**src/core/mbp_pkg.sv**
```systemverilog
// constants and types shared by the host-side bus port controller
`default_nettype none
package mbp_pkg;
  localparam int ADDR_W = 20;
  localparam int BYTE_W = 8;
  // bus wiring modes
  localparam logic [1:0] MODE_MUX = 2'h0;
  localparam logic [1:0] MODE_SEP = 2'h1;
  localparam logic [1:0] MODE_PAGE = 2'h2;
  localparam logic [1:0] MODE_BURST = 2'h3;
  // phase lengths, nanoseconds, and cycles at 250 MHz
  localparam int CLK_NS = 4;
  localparam int ADDR_NS = 12;
  localparam int STROBE_NS = 40;
  localparam int HOLD_NS = 8;
  localparam int RESET_NS = 200;
  localparam logic [7:0] ADDR_CYC = 8'((ADDR_NS + CLK_NS - 1) / CLK_NS);
  localparam logic [7:0] STROBE_CYC = 8'((STROBE_NS + CLK_NS - 1) / CLK_NS);
  localparam logic [7:0] HOLD_CYC = 8'((HOLD_NS + CLK_NS - 1) / CLK_NS);
  localparam logic [7:0] RESET_CYC = 8'((RESET_NS + CLK_NS - 1) / CLK_NS);
  localparam logic [7:0] CNT_ONE = 8'h01;
  localparam logic [7:0] CNT_ZERO = 8'h00;
  typedef enum logic [5:0] {
    ST_RESET = 6'h01,
    ST_IDLE = 6'h02,
    ST_ADDR = 6'h04,
    ST_TURN = 6'h08,
    ST_STROBE = 6'h10,
    ST_HOLD = 6'h20
  } mbp_state_e;
endpackage
`default_nettype wire

```
**src/core/mbp_lane.sv**
```systemverilog
// one 8-bit address/data lane: picks address or data byte for the current phase
`default_nettype none
module mbp_lane (
  // selection
  input wire logic addrPhase,
  input wire logic dataShared,
  input wire logic isWrite,
  // bytes
  input wire logic [7:0] addrByte,
  input wire logic [7:0] dataByte,
  // pin drive
  output logic [7:0] outByte,
  output logic outEnable
);
  // a lane that shares data drives during address and on writes only;
  // on reads it is released so the device can answer on the same pins
  always_comb begin
    outByte = addrPhase ? addrByte : (dataShared ? dataByte : addrByte);
    outEnable = addrPhase | ~dataShared | isWrite;
  end
endmodule
`default_nettype wire

```
**src/core/mbp_host_port.sv**
```systemverilog
// host controller that drives the companion chip's address/data ports and controls
`default_nettype none
module mbp_host_port (
  // clock and reset
  input wire logic clock,
  input wire logic rst,
  // configuration
  input wire logic [1:0] busMode,
  input wire logic rwSelectMode,
  input wire logic fetchOnRead,
  // request
  input wire logic reqValid,
  input wire logic reqWrite,
  input wire logic reqFetch,
  input wire logic [19:0] reqAddr,
  input wire logic [15:0] reqWdata,
  output logic reqReady,
  output logic rspValid,
  output logic [15:0] rspRdata,
  // low port pins
  input wire logic [7:0] lowPortIn,
  output logic [7:0] lowPortOut,
  output logic lowPortOe,
  // high port pins
  input wire logic [7:0] highPortIn,
  output logic [7:0] highPortOut,
  output logic highPortOe,
  // separate data bus pins
  input wire logic [7:0] dataPortIn,
  output logic [7:0] dataPortOut,
  output logic dataPortOe,
  // controls
  output logic addressValidStrobe,
  output logic writeControlInput,
  output logic readControlInput,
  output logic fetchControlInput,
  output logic resetN
);
  mbp_pkg::mbp_state_e state, next_state;
  logic [7:0] count, next_count;
  logic [19:0] addr, next_addr;
  logic [15:0] wdata, next_wdata;
  logic isWrite, next_isWrite, isFetch, next_isFetch;
  logic [7:0] next_lowPortOut, next_highPortOut, next_dataPortOut;
  logic next_lowPortOe, next_highPortOe, next_dataPortOe;
  logic next_addressValidStrobe, next_writeControlInput, next_readControlInput;
  logic next_fetchControlInput, next_resetN, next_reqReady, next_rspValid;
  logic [15:0] next_rspRdata;
  logic [7:0] lowAddr, highAddr, lowData, highData, lowDrv, highDrv;
  logic lowShared, highShared, lowEn, highEn, addrPhase, strobeOn;

  // which lane shares pins with data in each wiring
  function automatic logic laneShared(input logic [1:0] m, input logic high);
    if (m == mbp_pkg::MODE_MUX) laneShared = ~high;
    else if (m == mbp_pkg::MODE_SEP) laneShared = 1'b0;
    else if (m == mbp_pkg::MODE_PAGE) laneShared = high;
    else laneShared = 1'b1;
  endfunction

  always_comb begin
    lowShared = laneShared(busMode, 1'b0);
    highShared = laneShared(busMode, 1'b1);
    // burst wiring shifts the address down by four bits
    if (busMode == mbp_pkg::MODE_BURST) begin
      lowAddr = addr[11:4];
      highAddr = addr[19:12];
    end else begin
      lowAddr = addr[7:0];
      highAddr = addr[15:8];
    end
    // page mode carries data on the high lane only
    lowData = wdata[7:0];
    highData = (busMode == mbp_pkg::MODE_PAGE) ? wdata[7:0] : wdata[15:8];
  end

  mbp_lane lowLane (
    .addrPhase(addrPhase),
    .dataShared(lowShared),
    .isWrite(isWrite),
    .addrByte(lowAddr),
    .dataByte(lowData),
    .outByte(lowDrv),
    .outEnable(lowEn)
  );

  mbp_lane highLane (
    .addrPhase(addrPhase),
    .dataShared(highShared),
    .isWrite(isWrite),
    .addrByte(highAddr),
    .dataByte(highData),
    .outByte(highDrv),
    .outEnable(highEn)
  );

  always_comb begin
    next_state = state;
    next_count = count;
    next_addr = addr;
    next_wdata = wdata;
    next_isWrite = isWrite;
    next_isFetch = isFetch;
    next_rspValid = 1'b0;
    next_rspRdata = rspRdata;
    next_resetN = 1'b1;
    addrPhase = 1'b0;
    strobeOn = 1'b0;
    case (state)
      mbp_pkg::ST_RESET: begin
        // device reset held low from power-up for a fixed time
        next_resetN = 1'b0;
        next_count = count - mbp_pkg::CNT_ONE;
        if (count == mbp_pkg::CNT_ONE) begin
          next_state = mbp_pkg::ST_IDLE;
          next_resetN = 1'b1;
        end
      end
      mbp_pkg::ST_IDLE: begin
        if (reqValid) begin
          next_addr = reqAddr;
          next_wdata = reqWdata;
          next_isWrite = reqWrite;
          next_isFetch = reqFetch & ~reqWrite;
          next_count = mbp_pkg::ADDR_CYC;
          next_state = mbp_pkg::ST_ADDR;
        end
      end
      mbp_pkg::ST_ADDR: begin
        addrPhase = 1'b1;
        next_count = count - mbp_pkg::CNT_ONE;
        if (count == mbp_pkg::CNT_ONE) begin
          next_state = mbp_pkg::ST_TURN;
        end
      end
      mbp_pkg::ST_TURN: begin
        // one cycle so shared pins are released before the device answers
        next_count = mbp_pkg::STROBE_CYC;
        next_state = mbp_pkg::ST_STROBE;
      end
      mbp_pkg::ST_STROBE: begin
        strobeOn = 1'b1;
        next_count = count - mbp_pkg::CNT_ONE;
        if (count == mbp_pkg::CNT_ONE) begin
          // sample at the end of the strobe, before the device lets go
          if (!isWrite) begin
            next_rspRdata[7:0] = lowShared ? lowPortIn : (highShared ? highPortIn : dataPortIn);
            next_rspRdata[15:8] = (busMode == mbp_pkg::MODE_BURST) ? highPortIn : 8'h00;
          end
          next_rspValid = 1'b1;
          next_count = mbp_pkg::HOLD_CYC;
          next_state = mbp_pkg::ST_HOLD;
        end
      end
      mbp_pkg::ST_HOLD: begin
        next_count = count - mbp_pkg::CNT_ONE;
        if (count == mbp_pkg::CNT_ONE) begin
          next_state = mbp_pkg::ST_IDLE;
        end
      end
      default: begin
        next_state = mbp_pkg::ST_IDLE;
      end
    endcase
    next_reqReady = (next_state == mbp_pkg::ST_IDLE);
  end

  always_comb begin
    next_addressValidStrobe = addrPhase;
    next_lowPortOut = lowDrv;
    next_highPortOut = highDrv;
    next_lowPortOe = 1'b0;
    next_highPortOe = 1'b0;
    next_dataPortOut = wdata[7:0];
    next_dataPortOe = 1'b0;
    if (state != mbp_pkg::ST_RESET && state != mbp_pkg::ST_IDLE) begin
      next_lowPortOe = lowEn;
      next_highPortOe = highEn;
      next_dataPortOe = (busMode == mbp_pkg::MODE_SEP) & isWrite;
    end
    // first control: write strobe, or read/write select high for read
    if (rwSelectMode) next_writeControlInput = ~isWrite | (state == mbp_pkg::ST_IDLE);
    else next_writeControlInput = ~(strobeOn & isWrite);
    // second control is an active-low read or data strobe; fetch enable has its own output
    if (rwSelectMode) next_readControlInput = ~strobeOn;
    else next_readControlInput = ~(strobeOn & ~isWrite & (~isFetch | fetchOnRead));
    next_fetchControlInput = ~(strobeOn & isFetch & ~fetchOnRead);
  end

  always_ff @(posedge clock or posedge rst) begin
    if (rst) begin
      state <= mbp_pkg::ST_RESET;
      count <= mbp_pkg::RESET_CYC;
      addr <= '0;
      wdata <= '0;
      isWrite <= 1'b0;
      isFetch <= 1'b0;
      reqReady <= 1'b0;
      rspValid <= 1'b0;
      rspRdata <= '0;
      lowPortOut <= '0;
      highPortOut <= '0;
      dataPortOut <= '0;
      lowPortOe <= 1'b0;
      highPortOe <= 1'b0;
      dataPortOe <= 1'b0;
      addressValidStrobe <= 1'b0;
      writeControlInput <= 1'b1;
      readControlInput <= 1'b1;
      fetchControlInput <= 1'b1;
      resetN <= 1'b0;
    end else begin
      state <= next_state;
      count <= next_count;
      addr <= next_addr;
      wdata <= next_wdata;
      isWrite <= next_isWrite;
      isFetch <= next_isFetch;
      reqReady <= next_reqReady;
      rspValid <= next_rspValid;
      rspRdata <= next_rspRdata;
      lowPortOut <= next_lowPortOut;
      highPortOut <= next_highPortOut;
      dataPortOut <= next_dataPortOut;
      lowPortOe <= next_lowPortOe;
      highPortOe <= next_highPortOe;
      dataPortOe <= next_dataPortOe;
      addressValidStrobe <= next_addressValidStrobe;
      writeControlInput <= next_writeControlInput;
      readControlInput <= next_readControlInput;
      fetchControlInput <= next_fetchControlInput;
      resetN <= next_resetN;
    end
  end

  a_reset_held: assert property (@(posedge clock) disable iff (rst)
    $rose(resetN) |-> $past(resetN) == 1'b0 && $past(state) == mbp_pkg::ST_RESET)
    else $error("device reset released outside reset phase");
  a_mux_low_release: assert property (@(posedge clock) disable iff (rst)
    (busMode == mbp_pkg::MODE_MUX && !readControlInput && !isWrite) |-> !lowPortOe)
    else $error("low port driven during multiplexed read");
  a_sep_addr_only: assert property (@(posedge clock) disable iff (rst)
    (busMode == mbp_pkg::MODE_SEP && state != mbp_pkg::ST_IDLE && state != mbp_pkg::ST_RESET
     && $past(state) != mbp_pkg::ST_IDLE) |-> lowPortOe && highPortOe)
    else $error("address lane released in separate-bus mode");
  a_page_lanes: assert property (@(posedge clock) disable iff (rst)
    (busMode == mbp_pkg::MODE_PAGE && !readControlInput && !isWrite) |-> lowPortOe && !highPortOe)
    else $error("page-mode lane drive wrong during read");
  a_burst_addr: assert property (@(posedge clock) disable iff (rst)
    (busMode == mbp_pkg::MODE_BURST && $rose(addressValidStrobe)) |-> lowPortOut == addr[11:4]
     && highPortOut == addr[19:12])
    else $error("burst address bits misplaced");
  a_strobe_len: assert property (@(posedge clock) disable iff (rst)
    $rose(addressValidStrobe) |-> addressValidStrobe[*3] ##1 !addressValidStrobe)
    else $error("address strobe length wrong");
  a_rw_select: assert property (@(posedge clock) disable iff (rst)
    (rwSelectMode && !readControlInput) |-> writeControlInput == ~isWrite)
    else $error("read/write select level wrong");
  a_read_strobe_len: assert property (@(posedge clock) disable iff (rst)
    $fell(readControlInput) |-> !readControlInput[*8] ##1 !readControlInput[*2] ##1 readControlInput)
    else $error("read strobe length wrong");
  a_fetch_route: assert property (@(posedge clock) disable iff (rst)
    !fetchControlInput |-> !fetchOnRead && isFetch && readControlInput)
    else $error("fetch enable asserted without a code fetch");
endmodule
`default_nettype wire

```
**config.mk**
```make
export PLATFORM = sky130hd
export DESIGN_NAME = mbp_host_port
export DESIGN_NICKNAME = d
export VERILOG_FILES = /design/src/core/mbp_pkg.sv /design/src/core/mbp_lane.sv /design/src/core/mbp_host_port.sv
export SDC_FILE = /design/constraint.sdc
export NUM_CORES = 1
export LEC_CHECK = 0
export ABC_AREA = 1
export BUFFER_PORTS_ARGS = -buffer_cell sky130_fd_sc_hd__buf_4
export CAP_MARGIN = 20
export CORE_ASPECT_RATIO = 1.5
export CORE_MARGIN = 1
export CORE_UTILIZATION = 53
export CTS_CLUSTER_SIZE = 14
export DETAILED_ROUTE_END_ITERATION = 10
export PLACE_DENSITY = 0.82
export REMOVE_ABC_BUFFERS = 1
export SETUP_SLACK_MARGIN = 0.5
export SLEW_MARGIN = 40
export SYNTH_ARGS = -nofsm -noshare
export SYNTH_HDL_FRONTEND = slang
export SYNTH_HIERARCHICAL = 1
export SYNTH_SLANG_ARGS = --single-unit
export TNS_END_PERCENT = 30
```
**constraint.sdc**
```tcl
create_clock -name clock -period 4.45 [get_ports clock]
set_clock_uncertainty 0.2 [all_clocks]
set_input_delay 0.445 -clock clock [delete_from_list [all_inputs] [get_ports clock]]
set_output_delay 0.445 -clock clock [all_outputs]
set_load 0.005 [all_outputs]
```
# Word-level counts from Yosys, hierarchy flattened
# Cells that the tools add are included.
dict set report totals {
  elab_cells 99
  in_bits 69
  reg_bits 102
}
dict set report op_classes {
  bitwise_logic 23
  reduce_logical 8
  n_eq_ne 14
  muxes 33
  add_sub_neg 1
}
# cell count
set op_table {}
lappend op_table {{8-bit 2-to-1 mux} 12}
lappend op_table {{8-bit case mux with 4 select lines} 1}
lappend op_table {{6-bit case mux with 5 select lines} 1}
lappend op_table {{6-bit 2-to-1 mux} 4}
lappend op_table {{1-bit 2-to-1 mux} 15}
lappend op_table {{6-bit by 2-bit == test with 1-bit output, second input constant} 2}
lappend op_table {{1-bit NOT} 10}
lappend op_table {{8-bit by 1-bit == test with 1-bit output, second input constant} 1}
lappend op_table {{8-bit by 1-bit subtractor with 8-bit output, second input constant} 1}
lappend op_table {{1-bit bitwise AND} 7}
lappend op_table {{6-bit by 1-bit == test with 1-bit output, second input constant} 1}
lappend op_table {{6-bit by 3-bit == test with 1-bit output, second input constant} 1}
lappend op_table {{6-bit by 4-bit == test with 1-bit output, second input constant} 1}
lappend op_table {{6-bit by 5-bit == test with 1-bit output, second input constant} 1}
lappend op_table {{6-bit == test, second input constant} 1}
lappend op_table {{6-bit by 1-bit != test with 1-bit output, second input constant} 1}
lappend op_table {{6-bit by 2-bit != test with 1-bit output, second input constant} 1}
lappend op_table {{1-bit bitwise OR} 6}
lappend op_table {{2-bit == test, second input constant} 2}
lappend op_table {{2-bit AND reduction} 2}
lappend op_table {{4-bit nonzero test} 1}
lappend op_table {{3-bit AND reduction} 1}
lappend op_table {{3-bit OR reduction} 1}
lappend op_table {{2-bit by 1-bit == test with 1-bit output, second input constant} 1}
lappend op_table {{other kinds (4)} 4}

# Logic depth before layout (Yosys ltp)
# Gate-level depths: netlist (run 1).
dict set report logic_depth {
  ltp_word 8
  mapped_depth 9
  mapped_depth_nobuf 9
}

# Cells and area by module
# Netlist (run 1), hierarchy kept.
# mod n_inst cells_per_inst area_each_um2 seq_area_each_um2
set modules_own_cells {}
lappend modules_own_cells {mbp_host_port 1 519 4448.0 2561.2}
lappend modules_own_cells {mbp_lane 2 28 133.9 0.0}

# Worst setup path after synthesis (run 1)
# OpenSTA, ideal clock, no wires.
dict set report synth_path {
  kind {in2reg}
  from {input busMode[0]}
  to {register lowPortOe}
  path_buffers 1
  setup_slack_ns 2.766
  t_arrival_ns 1.412
  cell_stages 7
  setup_time_ns 0.072
  required_time_ns 4.178
  cell_sequence {inv_1 -> ha_1 -> clkinv_1 -> buf_6 -> nand3b_1 -> inv_1 -> nor2_1}
}
dict set report synth_between {
  elab_chain_len 8
  elab_cells_between_ends 10
  classes_between {2 x eq/ne; 4 x mux; 3 x bitwise; 1 x reduce/logical}
}
# item line
set synth_rtl {}
lappend synth_rtl {{start, declared} mbp_host_port.sv:8} ;# input wire logic [1:0] busMode,
lappend synth_rtl {{2-bit == test} mbp_host_port.sv:56} ;# else if (m == mbp_pkg::MODE_PAGE) laneShared = high;
lappend synth_rtl {{1-bit 2-to-1 mux} mbp_host_port.sv:56}
lappend synth_rtl {{1-bit 2-to-1 mux} mbp_host_port.sv:55} ;# else if (m == mbp_pkg::MODE_SEP) laneShared = 1'b0;
lappend synth_rtl {{1-bit 2-to-1 mux *} mbp_host_port.sv:54} ;# if (m == mbp_pkg::MODE_MUX) laneShared = ~high;
lappend synth_rtl {{via lowShared} mbp_host_port.sv:50} ;# logic lowShared, highShared, lowEn, highEn, addrPhase, strobeOn;
lappend synth_rtl {{1-bit NOT *} mbp_lane.sv:19} ;# outEnable = addrPhase | ~dataShared | isWrite;
lappend synth_rtl {{1-bit bitwise OR * (2 in a row)} mbp_lane.sv:19}
lappend synth_rtl {{via lowEn} mbp_host_port.sv:50}
lappend synth_rtl {{1-bit 2-to-1 mux *} mbp_host_port.sv:175} ;# if (state != mbp_pkg::ST_RESET && state != mbp_pkg::ST_IDLE) begin
lappend synth_rtl {{via next_lowPortOe} mbp_host_port.sv:45} ;# logic next_lowPortOe, next_highPortOe, next_dataPortOe;
lappend synth_rtl {{end signal, assigned} mbp_host_port.sv:224} ;# lowPortOe <= next_lowPortOe;
lappend synth_rtl {{end, declared} mbp_host_port.sv:23} ;# output logic lowPortOe,
# The timed path passes the listed nets; every way through them passes the cells marked *.
# A chain may end at the register's enable or synchronous reset.

# Worst setup path in the final report (run 1)
dict set report layout_path {
  from {register state[5]}
  to {register isFetch}
}
dict set report layout_between {
  elab_chain_len 2
}
# item line
set layout_rtl {}
lappend layout_rtl {{start, declared} mbp_host_port.sv:39} ;# mbp_pkg::mbp_state_e state, next_state;
lappend layout_rtl {{start signal, assigned} mbp_host_port.sv:191} ;# state <= mbp_pkg::ST_RESET;
lappend layout_rtl {{start signal, assigned} mbp_host_port.sv:212} ;# state <= next_state;
lappend layout_rtl {{6-bit by 2-bit == test with 1-bit output} mbp_host_port.sv:108} ;# case (state)
lappend layout_rtl {{2-bit AND reduction (no source line)} n/a}
lappend layout_rtl {{end signal, assigned} mbp_host_port.sv:217} ;# isFetch <= next_isFetch;
lappend layout_rtl {{end, declared} mbp_host_port.sv:43} ;# logic isWrite, next_isWrite, isFetch, next_isFetch;
# Every way passes these cells.

==> metrics, run 1 <==
RSZ-0062 raised after global routing no; Worst path slowest cell dfrtp_1; main combinational cell family by area after synthesis simple AND/OR/NAND/NOR gates; Synth Instances 575; nets 763; WL final 11300 µm; Die W 79.0 µm; port bufs 118; Yosys top cell area share 50.4%; Clk Latency, worst-skew pair 350 ps; Distinct cells, synth 26; IO Pins 119; fmax 407 MHz; Worst Reg2Reg Path Length in Cells 8; Die Y 118 µm; average size of a mapped cell 8.20 µm²; vias in the first global route 4133; clock root buffer clkbuf_16; met3 wire len 606 µm; Post-synth EDFFs 0; Tot Pwr 3.55 mW; failing checks negative hold slack; ys async rst share 100%; Post-route DRC 0; mux contribution to synthesized area 0%; DP Area 0.00565 mm²; r2r startpoint state[5]; crit path from state[5]; largest net degree at the start of global routing 69; Setup Viol. Count Final 0; CTS resizes 0; Peak VDD IR 0.363 mV; DR pass1 iterations 5; Critical Path Max Stage Delay 440 ps; reg2reg setup slack 2000 ps; gpl congestion 0.840; clock tree buffer depth 2; antenna-violating nets left 0; area leader, netlist dfrtp_1; Congestion Overflow GR 0; core region area 0.00852 mm²; Slew headroom 46.5%; first-pass GRT wire length 18900 µm; RR Endpoint isFetch; Cell Area, Synth 0.00472 mm²; Wirelength per Cell 14.1 µm; Worst-path clk slew 70 ps; antenna violations before repair 0; most instantiated cells after synthesis nand2_1 (200), dfrtp_1 (95), inv_1 (62); All-Layer GR Usage 26.2%; PD cells 597 mW/mm²; CTS tree built; Leakage 3.13 nW; Adder-Cell Fraction of Synth Area 1.59%; full die area 0.00929 mm²; FF+latch count, synth 102; wl on met1 4290 µm; sequential fraction of the synthesis area 54.3%; n_diodes 0; compound-gate portion of the synthesized area 9.58%; setup bufs post-CTS 0; met2 wire length 6040 µm; Synth Area in XOR/XNOR 0.743%; CTS Hold Bufs 0; max-slew violation count 0; count leader, synth nand2_1; Required @ worst endpoint 4510 ps; Hold WC Path Type input port to async pin; Fin. Hold Viols 19; post-route cell area 0.00595 mm²; outcome complete, but fails checks; Synth warnings 6; final period utilization 55.2%; Post-Synth Simple-Gate Area 26.0%; Num CTS Buffers 9; Final Hold Slack -12.5 ps; Max Used Layer met4; Most used DFF post-synth dfrtp_1; worst-path cell chain nor2_4, nand4_4, nor2_4, buf_4, inv_2, nor2_2, nand2_1, o21ai_0; initial core utilization 55.4%; CTS sink cnt 102; CTS H-Tree Depth 3; Setup Crit Path Kind flop to flop; Area Overhead vs Synth 26.1%; vias per inst 5.18; # Max-Cap Violations 0; Worst-Margin Slew 802 ps; Setup TNS Final 0 ps; post-layout util 69.8%; initial DRC count 315; crit path time final 2450 ps; crit end category flop; Setup crit start kind flop; fraction of layout cells with a size suffix above 1 23.7%; routed via count 4140; Std-Cell Rows 41; largest cells by area after synthesis dfrtp_1 (50%), nand2_1 (16%), o21ai_0 (6.4%); peak fanout along the critical path 37; most used cell, CP nor2_4; DPL Wire Length 8120 µm; Worst EP arrival 2520 ps
-- cell usage in the layout (no fill, tap or decap), drive strengths merged --
cell type and instances:
inv 66, dfstp 7, dfrtp 95, bufinv 1, nand3b 2, nand2 203, nand3 36, a21oi 12
buf 121, xor2 4, clkinvlp 1, nand4 1, o21ai 75, clkbuf 11, a31o 1, clkinv 3
nor2 48, ha 6
-- flip-flops by register name, summed over array words and instances, names as in the netlist, 6 cells and up --
name	flops
rspRdata	16
count	8
highPortOut	8
state	6
wdata	16
dataPortOut	8
lowPortOut	8
addr	20
-- critical path, delay by kind of cell, from the launching register on --
family	cells	cell delay, ps
buffers and inverters	2	680
and+or+nand+nor	5	990
AOI/OAI and AO/OA	1	70
DFF	1	440
-- how the worst max path moves through the flow --
stage | end | depth (start not counted)
2_1_floorplan | addr[0] | 1
6_report | isFetch | 8
4_1_cts | isFetch | 8
5_1_grt | isFetch | 8
3_3_place_gp | rspRdata[7] | 5
3_5_place_dp | rspRdata[6] | 9
-- metrics by stage --
| stage | std cells | worst slack, ps |
|---|---|---|
| after global routing | 800 | 1720 |
| after CTS | 800 | 1970 |
| after floorplan | 556 | 1140 |
| after detailed placement | 784 | 1970 |
| final | 800 | 2000 |
| after global placement | 784 | 1820 |
-- cell families after synthesis --
group,Yosys count
simple gates,290
flops,102
xor+xnor,4
buf+inv,85
fa+ha+maj,6
compound gates,88
-- per-layer routing --
layer / vias to the layer above / GRT usage [%]
met3: 28 / 4.57
li1: 2021 / -
met1: 1949 / 31.1
met2: 142 / 45.1
met4: 0 / 12.5
met5: - / 0
-- final cells by class --
class	count	area [µm²]
Fill cell	714	2570
Inverter	66	253
Sequential cell	102	2560
Timing Repair Buffer	121	908
Clock inverter	5	60.1
Clock buffer	11	233
Multi-Input combinational cell	388	1800
Tap cell	107	134
-- power breakdown --
part | switching (mW) | total, mW | internal [mW]
combinational | 0.764 | 1.28 | 0.516
clock | 0.338 | 0.776 | 0.439
sequential | 0.203 | 1.49 | 1.29
Power figures use the tool's default switching activity.
==> inputs of run 2 (changes only) <==
--- a/config.mk
+++ b/config.mk
@@ -10,10 +10,10 @@
 export CAP_MARGIN = 20
 export CORE_ASPECT_RATIO = 1.5
 export CORE_MARGIN = 1
-export CORE_UTILIZATION = 53
+export CORE_UTILIZATION = 48
 export CTS_CLUSTER_SIZE = 14
 export DETAILED_ROUTE_END_ITERATION = 10
-export PLACE_DENSITY = 0.82
+export PLACE_DENSITY = 0.78
 export REMOVE_ABC_BUFFERS = 1
 export SETUP_SLACK_MARGIN = 0.5
 export SLEW_MARGIN = 40
==> constraint.sdc (replaced) <==
create_clock -name clock -period 1.98 [get_ports clock]
set_clock_uncertainty 0.2 [all_clocks]
set_input_delay 0.198 -clock clock [delete_from_list [all_inputs] [get_ports clock]]
set_output_delay 0.198 -clock clock [all_outputs]
set_load 0.005 [all_outputs]
==> run 2 against run 1 <==
Against the previous run:
- the run now ends clean
- hold slack better by 36 ps
- cell count up 11%
- fmax up 42%
- global-route usage up 1.8 points
- setup slack worse by 1700 ps
- non-clock buffer count up 82
- sequential share of layout area down 6.7 points
- critical path depth unchanged
- sequential cell count unchanged
- first-iteration DRC count down 5.1%
- die area up 10%
- clock power up 120%
- critical endpoint unchanged
==> metrics, run 2 (same netlist as run 1, synthesis figures left out) <==
Post-route DRC 0; Slew headroom 61.9%; Hold WC Path Type input port to flop; DR pass1 iterations 5; n_diodes 0; Fill cells 656; Num CTS Buffers 9; Regs by FF count addr: 20 flops, rspRdata: 16 flops, wdata: 16 flops; core region area 0.00942 mm²; fmax 578 MHz; Worst-path clk slew 70 ps; routed via count 4683; crit path from state[5]; cell depth of the worst hold path 5; Die Y 123 µm; Setup Viol. Count Final 0; final period utilization 87.4%; Wirelength per Cell 16.3 µm; RR Endpoint isFetch; Final Hold Slack 23.6 ps; clock tree buffer depth 2; Required @ worst endpoint 2040 ps; antenna violations before repair 0; min-delay src lowPortIn[1]; max-slew violation count 0; fraction of layout cells with a size suffix above 1 30.5%; crit-path leading delay family simple AND/OR/NAND/NOR gates; PD cells 1290 mW/mm²; Critical Path Max Stage Delay 450 ps; WL final 14500 µm; Area Overhead vs Synth 49.4%; vias in the first global route 4607; CP bufs+invs 2; IO Pins 119; Congestion Overflow GR 0; nets 845; Std-Cell Rows 43; full die area 0.0102 mm²; All-Layer GR Usage 28.0%; Setup Crit Path Kind flop to flop; DP Cell Count 798; Peak VDD IR 0.859 mV; crit end category flop; Die W 82.9 µm; outcome completed; Worst path slowest cell dfrtp_2; Layout Cells excl Fill 887; Worst EP arrival 1790 ps; most frequent cells in the layout nand2_1 (187), buf_4 (140), dfrtp_1 (92), inv_1 (56), o21ai_0 (52); vias per inst 5.28; first-pass GRT wire length 22200 µm; RSZ-0062 raised after global routing yes; initial core utilization 50.1%; # Max-Cap Violations 0; Worst-Margin Slew 572 ps; worst-path cell chain nor2_4, nand4_4, nor2_4, buf_12, inv_12, nor2_4, nand2_1, o21ai_1; port bufs 118; max FFs per register 20; crit path time final 1730 ps; Clk Latency, worst-skew pair 340 ps; CTS sink cnt 102; clock root buffer clkbuf_16; end of the worst hold path rspRdata[1]; peak fanout along the critical path 21; reg2reg setup slack 250 ps; gpl congestion 0.924; most used cell, CP nor2_4; Worst Reg2Reg Path Length in Cells 8; Fin. Hold Viols 0; CTS H-Tree Depth 3; r2r startpoint state[5]; initial DRC count 299; Leakage 3.62 nW; largest net degree at the start of global routing 39; Top reg by flops addr; Tot Pwr 9.12 mW; Setup crit start kind flop; antenna-violating nets left 0; CTS tree built; DPL Wire Length 8660 µm; commonest non-fill, non-tap cell in the layout nand2_1
==> run 2: cell types whose count changed in the layout (fill, tap and decap cells not counted), moves of 5 or more <==
cell,previous run,this run
nor2_1,40,34
o21ai_0,60,52
inv_1,61,56
nand2_2,1,7
nand2_1,200,187
buf_4,121,140
dlygate4sd3_1,0,50
o21ai_2,0,5
nand2_4,2,9
==> run 2: per-layer routing <==
layer / global-route usage [%] / wire (µm) / up-vias
li1: - / - / 2183
met1: 30.2 / 5170 / 2255
met2: 52.6 / 7940 / 197
met3: 5.01 / 784 / 48
met4: 14.0 / 561 / 0
met5: 0 / 0 / -
==> run 2: where the power goes <==
group	switching, mW	internal, mW
combinational	2.26	1.79
clock	0.758	0.926
sequential	0.479	2.90
total	3.49	5.62
==> run 2: worst register-to-register path, stage by stage (launching register included) <==
cell,delay (ps)
dfrtp_2,450
nor2_4,200
nand4_4,150
nor2_4,170
buf_12,160
inv_12,70
nor2_4,100
nand2_1,70
o21ai_1,90
==> run 2: cell type report <==
| type | instances | area, µm² | area share (%) |
|---|---|---|---|
| Sequential cell | 102 | 2560 | 36.4 |
| Multi-Input combinational cell | 388 | 1980 | 28.1 |
| Timing Repair Buffer | 203 | 1810 | 25.7 |
| Inverter | 66 | 265 | 3.76 |
| Clock buffer | 12 | 256 | 3.64 |
| Tap cell | 112 | 140 | 1.99 |
| Clock inverter | 4 | 31.3 | 0.444 |
==> run 2: per-stage QoR <==
| step | worst slack, ps | TNS, ps | util (%) | area (µm²) |
|---|---|---|---|---|
| final | 249 | 0 | 74.8 | 7050 |
| after global routing | 178 | 0 | 74.8 | 7050 |
| after CTS | 320 | 0 | 72.9 | 6860 |
| after detailed placement | 161 | 0 | 61.2 | 5760 |
| after global placement | 253 | 0 | 61.2 | 5760 |
| after floorplan | -1080 | -124620 | - | 4600 |
==> run 2: how the worst max path moves through the flow <==
stage | slack [ps] | cells past startpoint | to
detailed placement | 160 | 9 | count[6]
global route | 180 | 9 | count[1]
CTS | 320 | 7 | lowPortOut[2]
floorplan | -1080 | 1 | addr[0]
global placement | 250 | 9 | count[6]
finish | 250 | 8 | isFetch
==> run 2: timing repair <==
item                                   in CTS  in global routing
setup endpoints to repair                  87                 91
pin swaps                                  11                  5
cloned                                      3                  2
gates resized for setup                    38                 36
endpoints found under the hold margin      85                  0
buffers inserted                           16                  2
hold buffers                               50                  0
